==> src/rtl/lpsc_pkg.sv <==
package lpsc_pkg;
  // ----------------------------------------------------------------
  // Geometry and limits
  // ----------------------------------------------------------------
  localparam int LPSC_ADDR_W = 48;
  localparam int LPSC_LINE_BITS = 6;
  localparam int LPSC_WAY_SPAN_BITS = 15;
  localparam int LPSC_MISS_SLOTS = 8;
  localparam int LPSC_SLOT_W = 3;
  localparam int LPSC_STREAM_INIT = 3;
  localparam logic [2:0] LPSC_STREAM_INIT_W3 = 3'h3;

  // ----------------------------------------------------------------
  // Request and fill encodings
  // ----------------------------------------------------------------
  typedef enum logic [2:0] {
    LPSC_OP_LOAD_PF = 3'h0,
    LPSC_OP_LVL0_PF = 3'h1,
    LPSC_OP_LVL1_PF = 3'h2,
    LPSC_OP_LVL2_PF = 3'h3,
    LPSC_OP_WRITE_PF = 3'h4,
    LPSC_OP_NT_PF = 3'h5,
    LPSC_OP_DEMAND = 3'h6
  } lpsc_op_type;

  typedef enum logic [1:0] {
    LPSC_FILL_SHARED = 2'h0,
    LPSC_FILL_MODIFIED = 2'h1
  } lpsc_fill_state_type;

  typedef enum logic [2:0] {
    LPSC_ST_IDLE = 3'b001,
    LPSC_ST_STALL = 3'b010,
    LPSC_ST_FENCE = 3'b100
  } lpsc_state_type;

  function automatic logic [LPSC_ADDR_W-1:0] lpsc_line_addr(input logic [LPSC_ADDR_W-1:0] a);
    return {a[LPSC_ADDR_W-1:LPSC_LINE_BITS], {LPSC_LINE_BITS{1'b0}}};
  endfunction

  function automatic logic [LPSC_WAY_SPAN_BITS-LPSC_LINE_BITS-1:0] lpsc_set_index(
      input logic [LPSC_ADDR_W-1:0] a);
    return a[LPSC_WAY_SPAN_BITS-1:LPSC_LINE_BITS];
  endfunction
endpackage

==> src/rtl/lpsc_ctl.sv <==
module lpsc_ctl
  import lpsc_pkg::*;
#(
  parameter int MISS_SLOTS = LPSC_MISS_SLOTS
)
(
  input wire logic clk,
  input wire logic reset_n,
  input wire logic req_valid,
  input wire lpsc_op_type req_op,
  input wire logic [LPSC_ADDR_W-1:0] req_addr,
  input wire logic req_l1_miss,
  input wire logic req_l2_hit,
  input wire logic store_valid,
  input wire logic [LPSC_ADDR_W-1:0] store_addr,
  input wire logic store_streaming,
  input wire logic store_wc_region,
  input wire logic store_fence,
  input wire logic wc_drained,
  input wire logic fill_valid,
  input wire logic [LPSC_SLOT_W-1:0] fill_slot,
  input wire logic evict_valid,
  input wire logic evict_nt,
  input wire logic evict_was_in_l2,
  output logic req_ready,
  output logic store_ready,
  output logic mem_rd_valid,
  output logic [LPSC_ADDR_W-1:0] mem_rd_addr,
  output logic [LPSC_SLOT_W-1:0] mem_rd_slot,
  output logic mem_rd_nt,
  output logic mem_rd_l2_hit,
  output logic [1:0] mem_rd_fill_state,
  output logic [LPSC_WAY_SPAN_BITS-LPSC_LINE_BITS-1:0] mem_rd_set,
  output logic wc_valid,
  output logic [LPSC_ADDR_W-1:0] wc_addr,
  output logic l2_install,
  output logic [LPSC_SLOT_W:0] miss_count
);
  // ----------------------------------------------------------------
  // State
  // ----------------------------------------------------------------
  typedef struct packed {
    lpsc_state_type fsm;
    logic [LPSC_MISS_SLOTS-1:0] busy;
    logic [LPSC_SLOT_W:0] count;
    logic req_ready;
    logic store_ready;
    logic rd_valid;
    logic [LPSC_ADDR_W-1:0] rd_addr;
    logic [LPSC_SLOT_W-1:0] rd_slot;
    logic rd_nt;
    logic rd_l2_hit;
    logic [1:0] rd_fill_state;
    logic [LPSC_WAY_SPAN_BITS-LPSC_LINE_BITS-1:0] rd_set;
    logic wc_valid;
    logic [LPSC_ADDR_W-1:0] wc_addr;
    logic l2_install;
  } lpsc_ctl_type;

  lpsc_ctl_type state;
  lpsc_ctl_type next_state;
  logic hw_pf_valid;
  logic [LPSC_ADDR_W-1:0] hw_pf_addr;
  logic hw_pf_nt;
  logic hw_pf_taken;

  function automatic logic [LPSC_SLOT_W-1:0] lpsc_first_free(input logic [LPSC_MISS_SLOTS-1:0] busy);
    logic [LPSC_SLOT_W-1:0] idx;
    idx = '0;
    for (int i = LPSC_MISS_SLOTS - 1; i >= 0; i--) begin
      if (!busy[i]) begin
        idx = LPSC_SLOT_W'(i);
      end
    end
    return idx;
  endfunction

  lpsc_stream_trainer u_trainer (
    .clk(clk),
    .reset_n(reset_n),
    .miss_valid(req_valid && state.req_ready && req_l1_miss),
    .miss_addr(req_addr),
    .miss_nontemporal(req_op == LPSC_OP_NT_PF),
    .pf_taken(hw_pf_taken),
    .pf_valid(hw_pf_valid),
    .pf_addr(hw_pf_addr),
    .pf_nontemporal(hw_pf_nt)
  );

  // ----------------------------------------------------------------
  // Next state
  // ----------------------------------------------------------------
  always_comb begin
    logic [LPSC_MISS_SLOTS-1:0] busy_now;
    logic [LPSC_SLOT_W:0] count_now;
    logic slot_free;
    logic [LPSC_SLOT_W-1:0] slot;
    logic take_req;
    busy_now = state.busy;
    count_now = state.count;
    slot_free = 1'b0;
    slot = '0;
    take_req = 1'b0;
    next_state = state;
    next_state.rd_valid = 1'b0;
    next_state.wc_valid = 1'b0;
    next_state.l2_install = 1'b0;
    hw_pf_taken = 1'b0;

    // ----------------------------------------------------------------
    // Slot accounting and request issue
    // ----------------------------------------------------------------
    // A slot frees only on its own fill; a stalled request may use it on the next cycle.
    if (fill_valid && state.busy[fill_slot]) begin
      busy_now[fill_slot] = 1'b0;
      count_now = count_now - 1'b1;
    end
    slot_free = count_now < (LPSC_SLOT_W + 1)'(MISS_SLOTS);
    slot = lpsc_first_free(busy_now);
    // Requests are taken one a cycle in arrival order, so prefetches stay in issue order.
    take_req = req_valid && state.req_ready;
    if (take_req && req_l1_miss) begin
      busy_now[slot] = 1'b1;
      count_now = count_now + 1'b1;
      next_state.rd_valid = 1'b1;
      next_state.rd_addr = lpsc_line_addr(req_addr);
      next_state.rd_slot = slot;
      next_state.rd_nt = req_op == LPSC_OP_NT_PF;
      next_state.rd_l2_hit = req_l2_hit;
      next_state.rd_set = lpsc_set_index(req_addr);
      case (req_op)
        LPSC_OP_WRITE_PF: next_state.rd_fill_state = LPSC_FILL_MODIFIED;
        LPSC_OP_LOAD_PF, LPSC_OP_LVL0_PF, LPSC_OP_LVL1_PF, LPSC_OP_LVL2_PF:
          next_state.rd_fill_state = LPSC_FILL_SHARED;
        default: next_state.rd_fill_state = LPSC_FILL_SHARED;
      endcase
    end else if (!take_req && hw_pf_valid && slot_free) begin
      // Hardware stream prefetches use only cycles left idle by the core.
      hw_pf_taken = 1'b1;
      busy_now[slot] = 1'b1;
      count_now = count_now + 1'b1;
      next_state.rd_valid = 1'b1;
      next_state.rd_addr = hw_pf_addr;
      next_state.rd_slot = slot;
      next_state.rd_nt = hw_pf_nt;
      next_state.rd_l2_hit = 1'b0;
      next_state.rd_set = lpsc_set_index(hw_pf_addr);
      next_state.rd_fill_state = LPSC_FILL_SHARED;
    end
    next_state.busy = busy_now;
    next_state.count = count_now;
    // Ready is registered, so it looks ahead one request.
    next_state.req_ready = count_now < (LPSC_SLOT_W + 1)'(MISS_SLOTS - 1) ||
                           (count_now == (LPSC_SLOT_W + 1)'(MISS_SLOTS - 1) && !(take_req && req_l1_miss));

    // ----------------------------------------------------------------
    // Store path and fence
    // ----------------------------------------------------------------
    // Streaming and combinable stores never take a miss slot and never read memory.
    if (store_valid && state.store_ready) begin
      if (store_streaming || store_wc_region) begin
        next_state.wc_valid = 1'b1;
        next_state.wc_addr = store_addr;
      end
    end
    case (state.fsm)
      LPSC_ST_IDLE: begin
        next_state.store_ready = 1'b1;
        if (store_fence) begin
          next_state.fsm = LPSC_ST_FENCE;
          next_state.store_ready = 1'b0;
        end else if (!next_state.req_ready) begin
          next_state.fsm = LPSC_ST_STALL;
        end
      end
      LPSC_ST_STALL: begin
        // A fence seen while requests stall must still hold back later stores.
        if (store_fence) begin
          next_state.fsm = LPSC_ST_FENCE;
          next_state.store_ready = 1'b0;
        end else if (next_state.req_ready) begin
          next_state.fsm = LPSC_ST_IDLE;
        end
      end
      LPSC_ST_FENCE: begin
        // Later stores wait until every earlier combined write has left the buffers.
        if (wc_drained && !state.wc_valid) begin
          next_state.fsm = LPSC_ST_IDLE;
          next_state.store_ready = 1'b1;
        end
      end
      default: next_state.fsm = LPSC_ST_IDLE;
    endcase

    // ----------------------------------------------------------------
    // Evictions
    // ----------------------------------------------------------------
    if (evict_valid) begin
      next_state.l2_install = !evict_nt || evict_was_in_l2;
    end
  end

  // ----------------------------------------------------------------
  // Registers and outputs
  // ----------------------------------------------------------------
  always_ff @(posedge clk) begin
    if (!reset_n) begin
      state <= '{fsm: LPSC_ST_IDLE, req_ready: 1'b1, store_ready: 1'b1, default: '0};
    end else begin
      state <= next_state;
    end
  end

  assign req_ready = state.req_ready;
  assign store_ready = state.store_ready;
  assign mem_rd_valid = state.rd_valid;
  assign mem_rd_addr = state.rd_addr;
  assign mem_rd_slot = state.rd_slot;
  assign mem_rd_nt = state.rd_nt;
  assign mem_rd_l2_hit = state.rd_l2_hit;
  assign mem_rd_fill_state = state.rd_fill_state;
  assign mem_rd_set = state.rd_set;
  assign wc_valid = state.wc_valid;
  assign wc_addr = state.wc_addr;
  assign l2_install = state.l2_install;
  assign miss_count = state.count;
endmodule

==> src/rtl/lpsc_stream_trainer.sv <==
module lpsc_stream_trainer
  import lpsc_pkg::*;
(
  input wire logic clk,
  input wire logic reset_n,
  input wire logic miss_valid,
  input wire logic [LPSC_ADDR_W-1:0] miss_addr,
  input wire logic miss_nontemporal,
  input wire logic pf_taken,
  output logic pf_valid,
  output logic [LPSC_ADDR_W-1:0] pf_addr,
  output logic pf_nontemporal
);
  // ----------------------------------------------------------------
  // Single stream tracker
  // ----------------------------------------------------------------
  typedef struct packed {
    logic last_valid;
    logic [LPSC_ADDR_W-LPSC_LINE_BITS-1:0] last_line;
    logic [2:0] remaining;
    logic [LPSC_ADDR_W-LPSC_LINE_BITS-1:0] next_line;
    logic nontemporal;
  } lpsc_trainer_type;

  lpsc_trainer_type state;
  lpsc_trainer_type next_state;
  logic [LPSC_ADDR_W-LPSC_LINE_BITS-1:0] miss_line;

  assign miss_line = miss_addr[LPSC_ADDR_W-1:LPSC_LINE_BITS];

  always_comb begin
    next_state = state;
    if (pf_taken && state.remaining != 3'h0) begin
      next_state.remaining = state.remaining - 3'h1;
      next_state.next_line = state.next_line + 1'b1;
    end
    if (miss_valid) begin
      next_state.last_valid = 1'b1;
      next_state.last_line = miss_line;
      if (state.last_valid && miss_line == state.last_line + 1'b1) begin
        next_state.remaining = LPSC_STREAM_INIT_W3;
        next_state.next_line = miss_line + 1'b1;
        next_state.nontemporal = miss_nontemporal;
      end
    end
  end

  always_ff @(posedge clk) begin
    if (!reset_n) begin
      state <= '0;
    end else begin
      state <= next_state;
    end
  end

  assign pf_valid = state.remaining != 3'h0;
  assign pf_addr = {state.next_line, {LPSC_LINE_BITS{1'b0}}};
  assign pf_nontemporal = state.nontemporal;
endmodule

==> config.mk <==
export PLATFORM = sky130hd
export DESIGN_NAME = lpsc_ctl
export DESIGN_NICKNAME = d
export VERILOG_FILES = /design/src/rtl/lpsc_pkg.sv /design/src/rtl/lpsc_ctl.sv /design/src/rtl/lpsc_stream_trainer.sv
export SDC_FILE = /design/constraint.sdc
export NUM_CORES = 1
export LEC_CHECK = 0
export ABC_AREA = 1
export BUFFER_PORTS_ARGS = -buffer_cell sky130_fd_sc_hd__clkbuf_2
export CORE_MARGIN = 2
export CORE_UTILIZATION = 46
export CTS_BUF_LIST = sky130_fd_sc_hd__clkbuf_16
export CTS_CLUSTER_SIZE = 30
export DETAILED_ROUTE_END_ITERATION = 6
export GPL_ROUTABILITY_DRIVEN = 1
export GPL_TIMING_DRIVEN = 0
export PLACE_DENSITY = 0.64
export SYNTH_ARGS = -nofsm -noshare
export SYNTH_HDL_FRONTEND = slang
export SYNTH_SLANG_ARGS = --single-unit
==> constraint.sdc <==
create_clock -name clk -period 3 [get_ports clk]
set_input_delay 0.9 -clock clk [delete_from_list [all_inputs] [get_ports clk]]
set_output_delay 0.9 -clock clk [all_outputs]
set_load 0.1 [all_outputs]
# Word level (Yosys, flattened, before mapping)
# Index checks and enable logic that the tools add are counted.
# word_totals
register_bits	215
# op_classes
n_lt_le_gt_ge	6
reduce_logical	28
n_addsub	6
bitwise_logic	3
n_eq_ne	11
muxes	39
# ops
operator	count
$mux 65	2
$add 42x1->42 const B	3
$mux 46	2
$mux 49	1
$mux 45	1
$eq 42x42->1	1
$mux 3	13
$mux 8	3
$logic_and 1x1->1	12
$mux 4	3
$eq 3x3->1 const B	3
$mux 1	9
$pmux 3 s3	1
$and 8x8->8	1
$lt 3x4->1 const B	2
$not 8->8	1
$or 8x8->8	1
$reduce_and 2->1	4
$demux 1 s3	2
$ge 3x1->1 const B	2
$ne 3x3->1 const B	2
$reduce_and 3->1	2
$reduce_bool 3->1	2
$add 4x1->4 const B	1
other kinds (13)	19

# Depth between registers and ports, before layout
# Gate-level depths: netlist (run 1).
# logic_depth
word_depth	22
mapped_depth	19
ltp_nobuf	18

# Hierarchy
# Synthesis (run 1) repeated with hierarchy kept, for this count alone.
# unflattened
cells_unflattened	2095
area_unflattened_um2	13543.0
# modules_own_cells
mod	area_each_um2	seq_area_each_um2	n_inst	cells_each
lpsc_stream_trainer	7636.1	1781.7	1	1279
lpsc_ctl	5906.9	2442.3	1	816

# Worst setup path after synthesis (run 1)
# OpenSTA, ideal clock, no wires.
# synth_timing
path_kind	input to register
from	in req_addr[6]
to	reg u_trainer.state, in the netlist u_trainer.pf_addr[44]
path_slack_ps	251
arrival_ps	2637
n_path_buf	0
path_stages	13
required_ps	2887
path_cell_list	ha_1 nand2_1 nor2_1 nand3_1 nor4_1 nand2_1 nor2_1 nand2_1 nor2_1 nand4_1 xor2_1 nor2_1 nor2_1
# synth_via
elab_chain_cells	4
word_cells_on_any_way	5
classes_between	1 x add/sub; 1 x eq/ne; 2 x mux; 1 x reduce/logical
# synth_lines
element	line_no	text
from (decl)	lpsc_ctl.sv:11	input wire logic [LPSC_ADDR_W-1:0] req_addr,
branches (longest 2 deep; another with $add 42x1->42)	--	
$mux 46 (*)	lpsc_stream_trainer.sv:40	if (state.last_valid && miss_line == state.last_line + 1'b1) begin
$mux 46 (*)	lpsc_stream_trainer.sv:37	if (miss_valid) begin
to (signal assigned)	lpsc_stream_trainer.sv:52	state <= next_state;
to (decl)	lpsc_stream_trainer.sv:25	lpsc_trainer_type state;
# Every way passes the cells marked *.
# A chain may end at the register's enable or synchronous reset.

# Worst setup path after layout (run 1)
# Ends and elaborated chain as after synthesis.

==> results of run 1 <==
-- power groups by stage --
stage	registers, mW	logic (mW)	clock network [mW]
2_1_floorplan	3.19	2.34	0
3_3_place_gp	3.15	3.04	0
3_5_place_dp	3.15	3.06	0
4_1_cts	3.09	3.08	2.91
5_1_grt	3.12	3.33	3.03
6_report	3.10	3.12	2.87
-- routing by layer --
layer | GRT usage [%] | part of all wire (%) | vias to the layer above
met2 | 48.0 | 43 | 583
met4 | 9.99 | 3.5 | 0
met3 | 5.48 | 8.8 | 100
met5 | 0 | 0 | -
met1 | 42.7 | 45 | 6562
li1 | - | - | 7053
-- timing repair --
action / 4_1_cts / 5_1_grt
setup buffers: 3 / 10
hold buffers: 0 / 0
endpoints found under the setup margin: 68 / 91
pin swaps: 3 / 14
resized for setup: 30 / 64
-- sequential cells by signal, indices dropped and copies added, names as in the netlist --
name and flops:
mem_rd_nt 1, miss_count 4, store_ready 1, mem_rd_l2_hit 1, wc_valid 1, mem_rd_fill_state 1, req_ready 1, u_trainer.pf_addr 42
mem_rd_addr 42, u_trainer.pf_nontemporal 1, state 11, mem_rd_slot 3, mem_rd_valid 1, wc_addr 48, l2_install 1, u_trainer.state 46
-- through the flow --
step                setup WS, ps  instance area, um2  util (%)  hold WS (ps)
floorplan                    251               13200         -           434
global placement            -685               14800      52.7           449
detailed placement          -713               14800      52.7           453
CTS                         5.28               15700      55.9           462
global route               -17.9               16000      57.1           497
finish                       135               16000      57.1           465
-- cells by family after synthesis --
kind of cell | after synthesis | synth area share (%)
buf+inv | 388 | 14.7
compound gates | 195 | 8.11
other cells | 1 | 0.0284
simple gates | 1193 | 37.7
mux | 1 | 0.0759
xor+xnor | 109 | 7.67
flops | 205 | 31.1
fa+ha+maj | 6 | 0.570
-- final cells by class --
type	count	area, um2
Sequential cell	205	4120
Fill cell	2950	12000
Tap cell	378	473
Buffer	186	1200
Timing Repair Buffer	232	1230
Clock inverter	19	136
Inverter	202	758
Multi-Input combinational cell	1511	7450
Clock buffer	25	626
-- cell usage after synthesis (21+ instances only) --
master / n
dfxtp_1: 205
xor2_1: 84
nor2_1: 340
a21oi_1: 61
o21ai_0: 74
nor3_1: 44
xnor2_1: 21
nand3_1: 72
buf_4: 114
nand2_1: 622
nor4_1: 21
inv_1: 199
nand4_1: 47
a31oi_1: 44
clkbuf_1: 47
-- final timing paths --
| check | endpoint | depth (start not counted) | slack [ps] |
|---|---|---|---|
| setup / recovery | u_trainer.pf_addr[44] | 14 | 130 |
| hold reg to reg | mem_rd_fill_state[0] | 2 | 460 |
| hold / removal | mem_rd_fill_state[0] | 2 | 460 |
| setup reg to reg | u_trainer.pf_addr[44] | 15 | 150 |
-- worst min-delay path, cell delays in order, from the launching register on --
cell     delay (ps)
dfxtp_1         310
nand2_1          60
a21oi_1          50
==> results.yml, run 1 <==
power:
  irDropWorstVdd_v: 0.000478
  clock_power_share_pct: 31.6
  power_density_mw_per_mm2: 568
  power.total_mw: 9.08
  switchingPower_mw: 3.72
  p_int_mw: 5.36
  p_comb_share_pct: 34.3
  seq_power_share_pct: 34.1
  p_leak_nw: 7.34
  swShare_pct: 41.0
die:
  num_io_pins: 237
  floorplan.die.width_um: 173
  dieArea_mm2: 0.0300
  num_rows: 61
  fp.dieH_um: 173
  core_area_mm2: 0.0280
  start_util_pct: 47.1
sta:
  hold_violations: 0
  max_slew.worst_pin.slew_ps: 899
  fin_crit_sh_pct: 95.5
  finalClockSkew_ps: 13.0
  fmax_mhz: 349
  relSlewSlack_pct: 40.1
  setup_viol: 0
  setup_tns_ps: 0
  period_needed_ps: 2870
  slew_violations: 0
global_routing:
  grt_pass1_wl_um: 72100
  grt-ovfl-total: 0
  grt_usage_pct: 30.6
  grt_antenna_before_repair: 0
  grt_pass1_vias: 12900
  grt_max_degree: 14
worst_setup_path:
  cp.buffers_inverters: 1
  cp_top_family: "simple AND/OR/NAND/NOR gates"
  cp_max_fo: 6
  startpoint: "req_addr[6]"
  path_common_cell: "nor2_1"
  cpPeakStageDelay_ps: 270
  crit_path_start_kind: "input port"
  cp_cell_sequence: "clkbuf_2 > ha_1 > nand2_1 > nor2_1 > nand3_2 > nor4_4 > nand2_1 > nor2_1 > nand2_1 > nor2_2 > nand4_1 > xor2_1 > nor2_1 > nor2_1"
  critical_path_required_ps: 3470
  criticalPathCategory: "in2reg"
  cp_slowest_cell: "xor2_1"
  endpoint_kind: "flop"
  worstReg2RegStart: "u_trainer.state[46]"
  arrival_ps: 3330
final_layout:
  area_delta_synth_final_pct: 21.3
  layout_common_cells: "nand2_1, nor2_1, clkbuf_2"
  n_antenna_cell: 0
  nNetsFinal: 2484
  mostFrequentLayoutCell: "nand2_1"
  instances_no_fill: 2758
  layout-drive-gt1-share_pct: 20.8
clock_network:
  clock_sinks: 205
  cts.reportedPaths.clkPinSlew_ps: 70
  clk_latency_ps: 530
  cts_max_level: 1
  clock-root-buffer: "clkbuf_16"
  cts_tree: "done"
  cts_buffer_depth: 3
  cts_buffers: 24
synth:
  synth_flop_cell: "dfxtp_1"
  yosys.area.top_type_share_pct: 31.1
  syn_area_mm2: 0.0132
  yosysSeqAreaShare_pct: 31.1
  yosys_warnings: 0
  syn-mean-instance-area_um2: 6.28
  synthTopCellsByArea: "dfxtp_1, nand2_1, nor2_1"
  synth_largest_area_cell: "dfxtp_1"
  ys_ff_latch: 205
  synthArstFlopShare_pct: 0
  ys_types: 42
  syn_inst: 2098
  synth_edf_count: 0
drt:
  drc: 2
  vias_per_cell: 5.18
  dr.first_iter.drc_count: 1377
  antenna_left: 0
  dr.pass1.iters: 7
  wire_per_inst_um: 17.2
  drt-total-wl_um: 47500
  routed-via-count: 14300
placed_design:
  hpwlAfterDp_um: 38000
  dp_cells: 2701
  port_buffers: 219
  place_congestion: 0.995
worst_hold_path:
  min_from: "mem_rd_fill_state[0]"
  min_path_type: "reg2reg"
status:
  violations: "DRC"
  status: "complete, but fails checks"
job:
  max_cap_viol_count: 0
Power figures use the tool's default switching activity.
==> run 2, diff against run 1 <==
BUFFER_PORTS_ARGS = unset   (was -buffer_cell sky130_fd_sc_hd__clkbuf_2)
DONT_BUFFER_PORTS = 1   (was unset)
PLACE_DENSITY = 0.57   (was 0.64)
==> run 2 against run 1 <==
The flow now finishes without violations. Largest cell class unchanged. Largest power group is now sequential cells. Clock-buffer cell count stayed put. Critical path depth is 3 higher. Power is 2.3% lower. Sequential cell count stayed put. Critical endpoint is now u_trainer.pf_addr[38]. Cell count is 7.8% lower. Fmax is 0.77% lower. Final area is 7.3% lower.
==> results.yml, run 2 (synthesized netlist as in run 1, its figures left out) <==
status:
  status: "finished clean"
clock_network:
  clk_latency_ps: 540
  cts_buffer_depth: 3
  cts.reportedPaths.clkPinSlew_ps: 60
  cts_buffers: 25
  clock_sinks: 205
  cts_tree: "done"
  cts_max_level: 1
  clock-root-buffer: "clkbuf_16"
sta:
  hold_slack_ps: 446
  fin_crit_sh_pct: 96.3
  setup_viol: 0
  period_needed_ps: 2890
  slew_violations: 0
  rsz0062_at_grt: "true"
  relSlewSlack_pct: 33.1
  hold_violations: 0
  max_slew.worst_pin.slew_ps: 1000
  fmax_mhz: 346
  setup_tns_ps: 0
  finalClockSkew_ps: 12.2
worst_setup_path:
  r2r_cells: 17
  cp-endpoint: "u_trainer.pf_addr[38]"
  startpoint: "u_trainer.state[46]"
  criticalPathCategory: "reg2reg"
  critical_path_required_ps: 3430
  reg2reg_to: "u_trainer.pf_addr[38]"
  crit_path_start_kind: "flop"
  endpoint_kind: "flop"
  worstReg2RegStart: "u_trainer.state[46]"
  arrival_ps: 3320
  r2r_setup_slack_ps: 110
  cp_max_fo: 10
drt:
  drt-total-wl_um: 45600
  wire_per_inst_um: 17.9
  routed-via-count: 13200
  dr.first_iter.drc_count: 937
  dr.pass1.iters: 5
  antenna_left: 0
  vias_per_cell: 5.20
  drc: 0
power:
  power_density_mw_per_mm2: 598
  swShare_pct: 41.7
  p_comb_share_pct: 32.0
  irDropWorstVdd_v: 0.000548
  p_leak_nw: 6.38
  switchingPower_mw: 3.70
  seq_power_share_pct: 35.9
  clock_power_share_pct: 32.1
  p_int_mw: 5.17
job:
  max_cap_viol_count: 0
die:
  fp.dieH_um: 173
  dieArea_mm2: 0.0300
  start_util_pct: 47.1
  core_area_mm2: 0.0280
  num_io_pins: 237
  num_rows: 61
  floorplan.die.width_um: 173
final_layout:
  mostFrequentLayoutCell: "nand2_1"
  layout-drive-gt1-share_pct: 12.6
  area_delta_synth_final_pct: 12.5
  layout_common_cells: "nand2_1, nor2_1, inv_1"
  n_antenna_cell: 0
  n_fill_cell: 2973
  nNetsFinal: 2267
  largest_register_ffs: 48
  instances_no_fill: 2542
worst_hold_path:
  min_path_type: "in2reg"
placed_design:
  hpwlAfterDp_um: 36500
  dp_cells: 2482
  port_buffers: 0
  place_congestion: 0.941
global_routing:
  grt_pass1_wl_um: 69500
  grt_pass1_vias: 12200
  grt_max_degree: 14
  grt_antenna_before_repair: 0
  grt_usage_pct: 29.4
  grt-ovfl-total: 0
run 2: layout make-up:
| cell class | count | area (um2) | area share, % |
|---|---|---|---|
| Sequential cell | 205 | 4120 | 27.8 |
| Timing Repair Buffer | 14 | 134 | 0.903 |
| Buffer | 186 | 1220 | 8.22 |
| Multi-Input combinational cell | 1511 | 7360 | 49.6 |
| Clock buffer | 25 | 626 | 4.22 |
| Clock inverter | 21 | 146 | 0.987 |
| Tap cell | 378 | 473 | 3.19 |
| Inverter | 202 | 758 | 5.11 |
run 2: metal layers:
metal  part of all wire, %  wire length, um  track usage (%)  vias up
met5                     0                0                0        -
met4                   2.7             1230             7.80        0
met3                   6.2             2840             3.31       66
met2                    46            20800             48.7      425
met1                    45            20700             40.5     6101
li1                      -                -                -     6617
run 2: worst min-delay path by stage:
| stage | from | end | slack (ps) | cells past startpoint |
|---|---|---|---|---|
| 3_5_place_dp | mem_rd_fill_state[0] | mem_rd_fill_state[0] | 460 | 2 |
| 6_report | evict_nt | l2_install | 450 | 1 |
| 5_1_grt | evict_nt | l2_install | 430 | 1 |
| 2_1_floorplan | u_trainer.state[88] | u_trainer.state[88] | 430 | 1 |
| 4_1_cts | evict_nt | l2_install | 420 | 1 |
| 3_3_place_gp | mem_rd_fill_state[0] | mem_rd_fill_state[0] | 450 | 2 |
run 2: repair_timing:
action                     4_1_cts  5_1_grt
pin swaps                        5       21
hold buffers                     0        0
setup endpoints to repair      105      109
gates resized for setup         17       69
setup buffers                    4       10
run 2: power by group through the flow:
stage / clock network [mW] / logic (mW) / registers, mW
global placement: 0 / 2.78 / 3.23
global route: 3.00 / 3.02 / 3.21
CTS: 2.90 / 2.81 / 3.18
finish: 2.85 / 2.84 / 3.19
floorplan: 0 / 2.34 / 3.19
detailed placement: 0 / 2.80 / 3.24
run 2: stage by stage:
step           cell area [um2]  utilization, %  total power [mW]  setup slack, ps
3_5_place_dp             13700            48.8              6.04             -677
2_1_floorplan            13200               -              5.53              251
6_report                 14800            53.0              8.87              112
4_1_cts                  14500            51.9              8.89            0.474
3_3_place_gp             13700            48.8              6.01             -629
5_1_grt                  14800            53.0              9.24            -45.1
run 2: critical path, cell delays in order (launching register included):
cell and delay [ps]:
dfxtp_4 390, ha_4 150, nand2_2 70, nor2_4 180, buf_12 140, nand2_4 80
o21bai_1 170, nand3_1 100, nor3_2 240, nand2_1 100, nor2_2 130, nand3_1 100
nor2_2 160, nand4_4 170, buf_12 200, buf_6 130, nor2_1 160, nor2_1 70
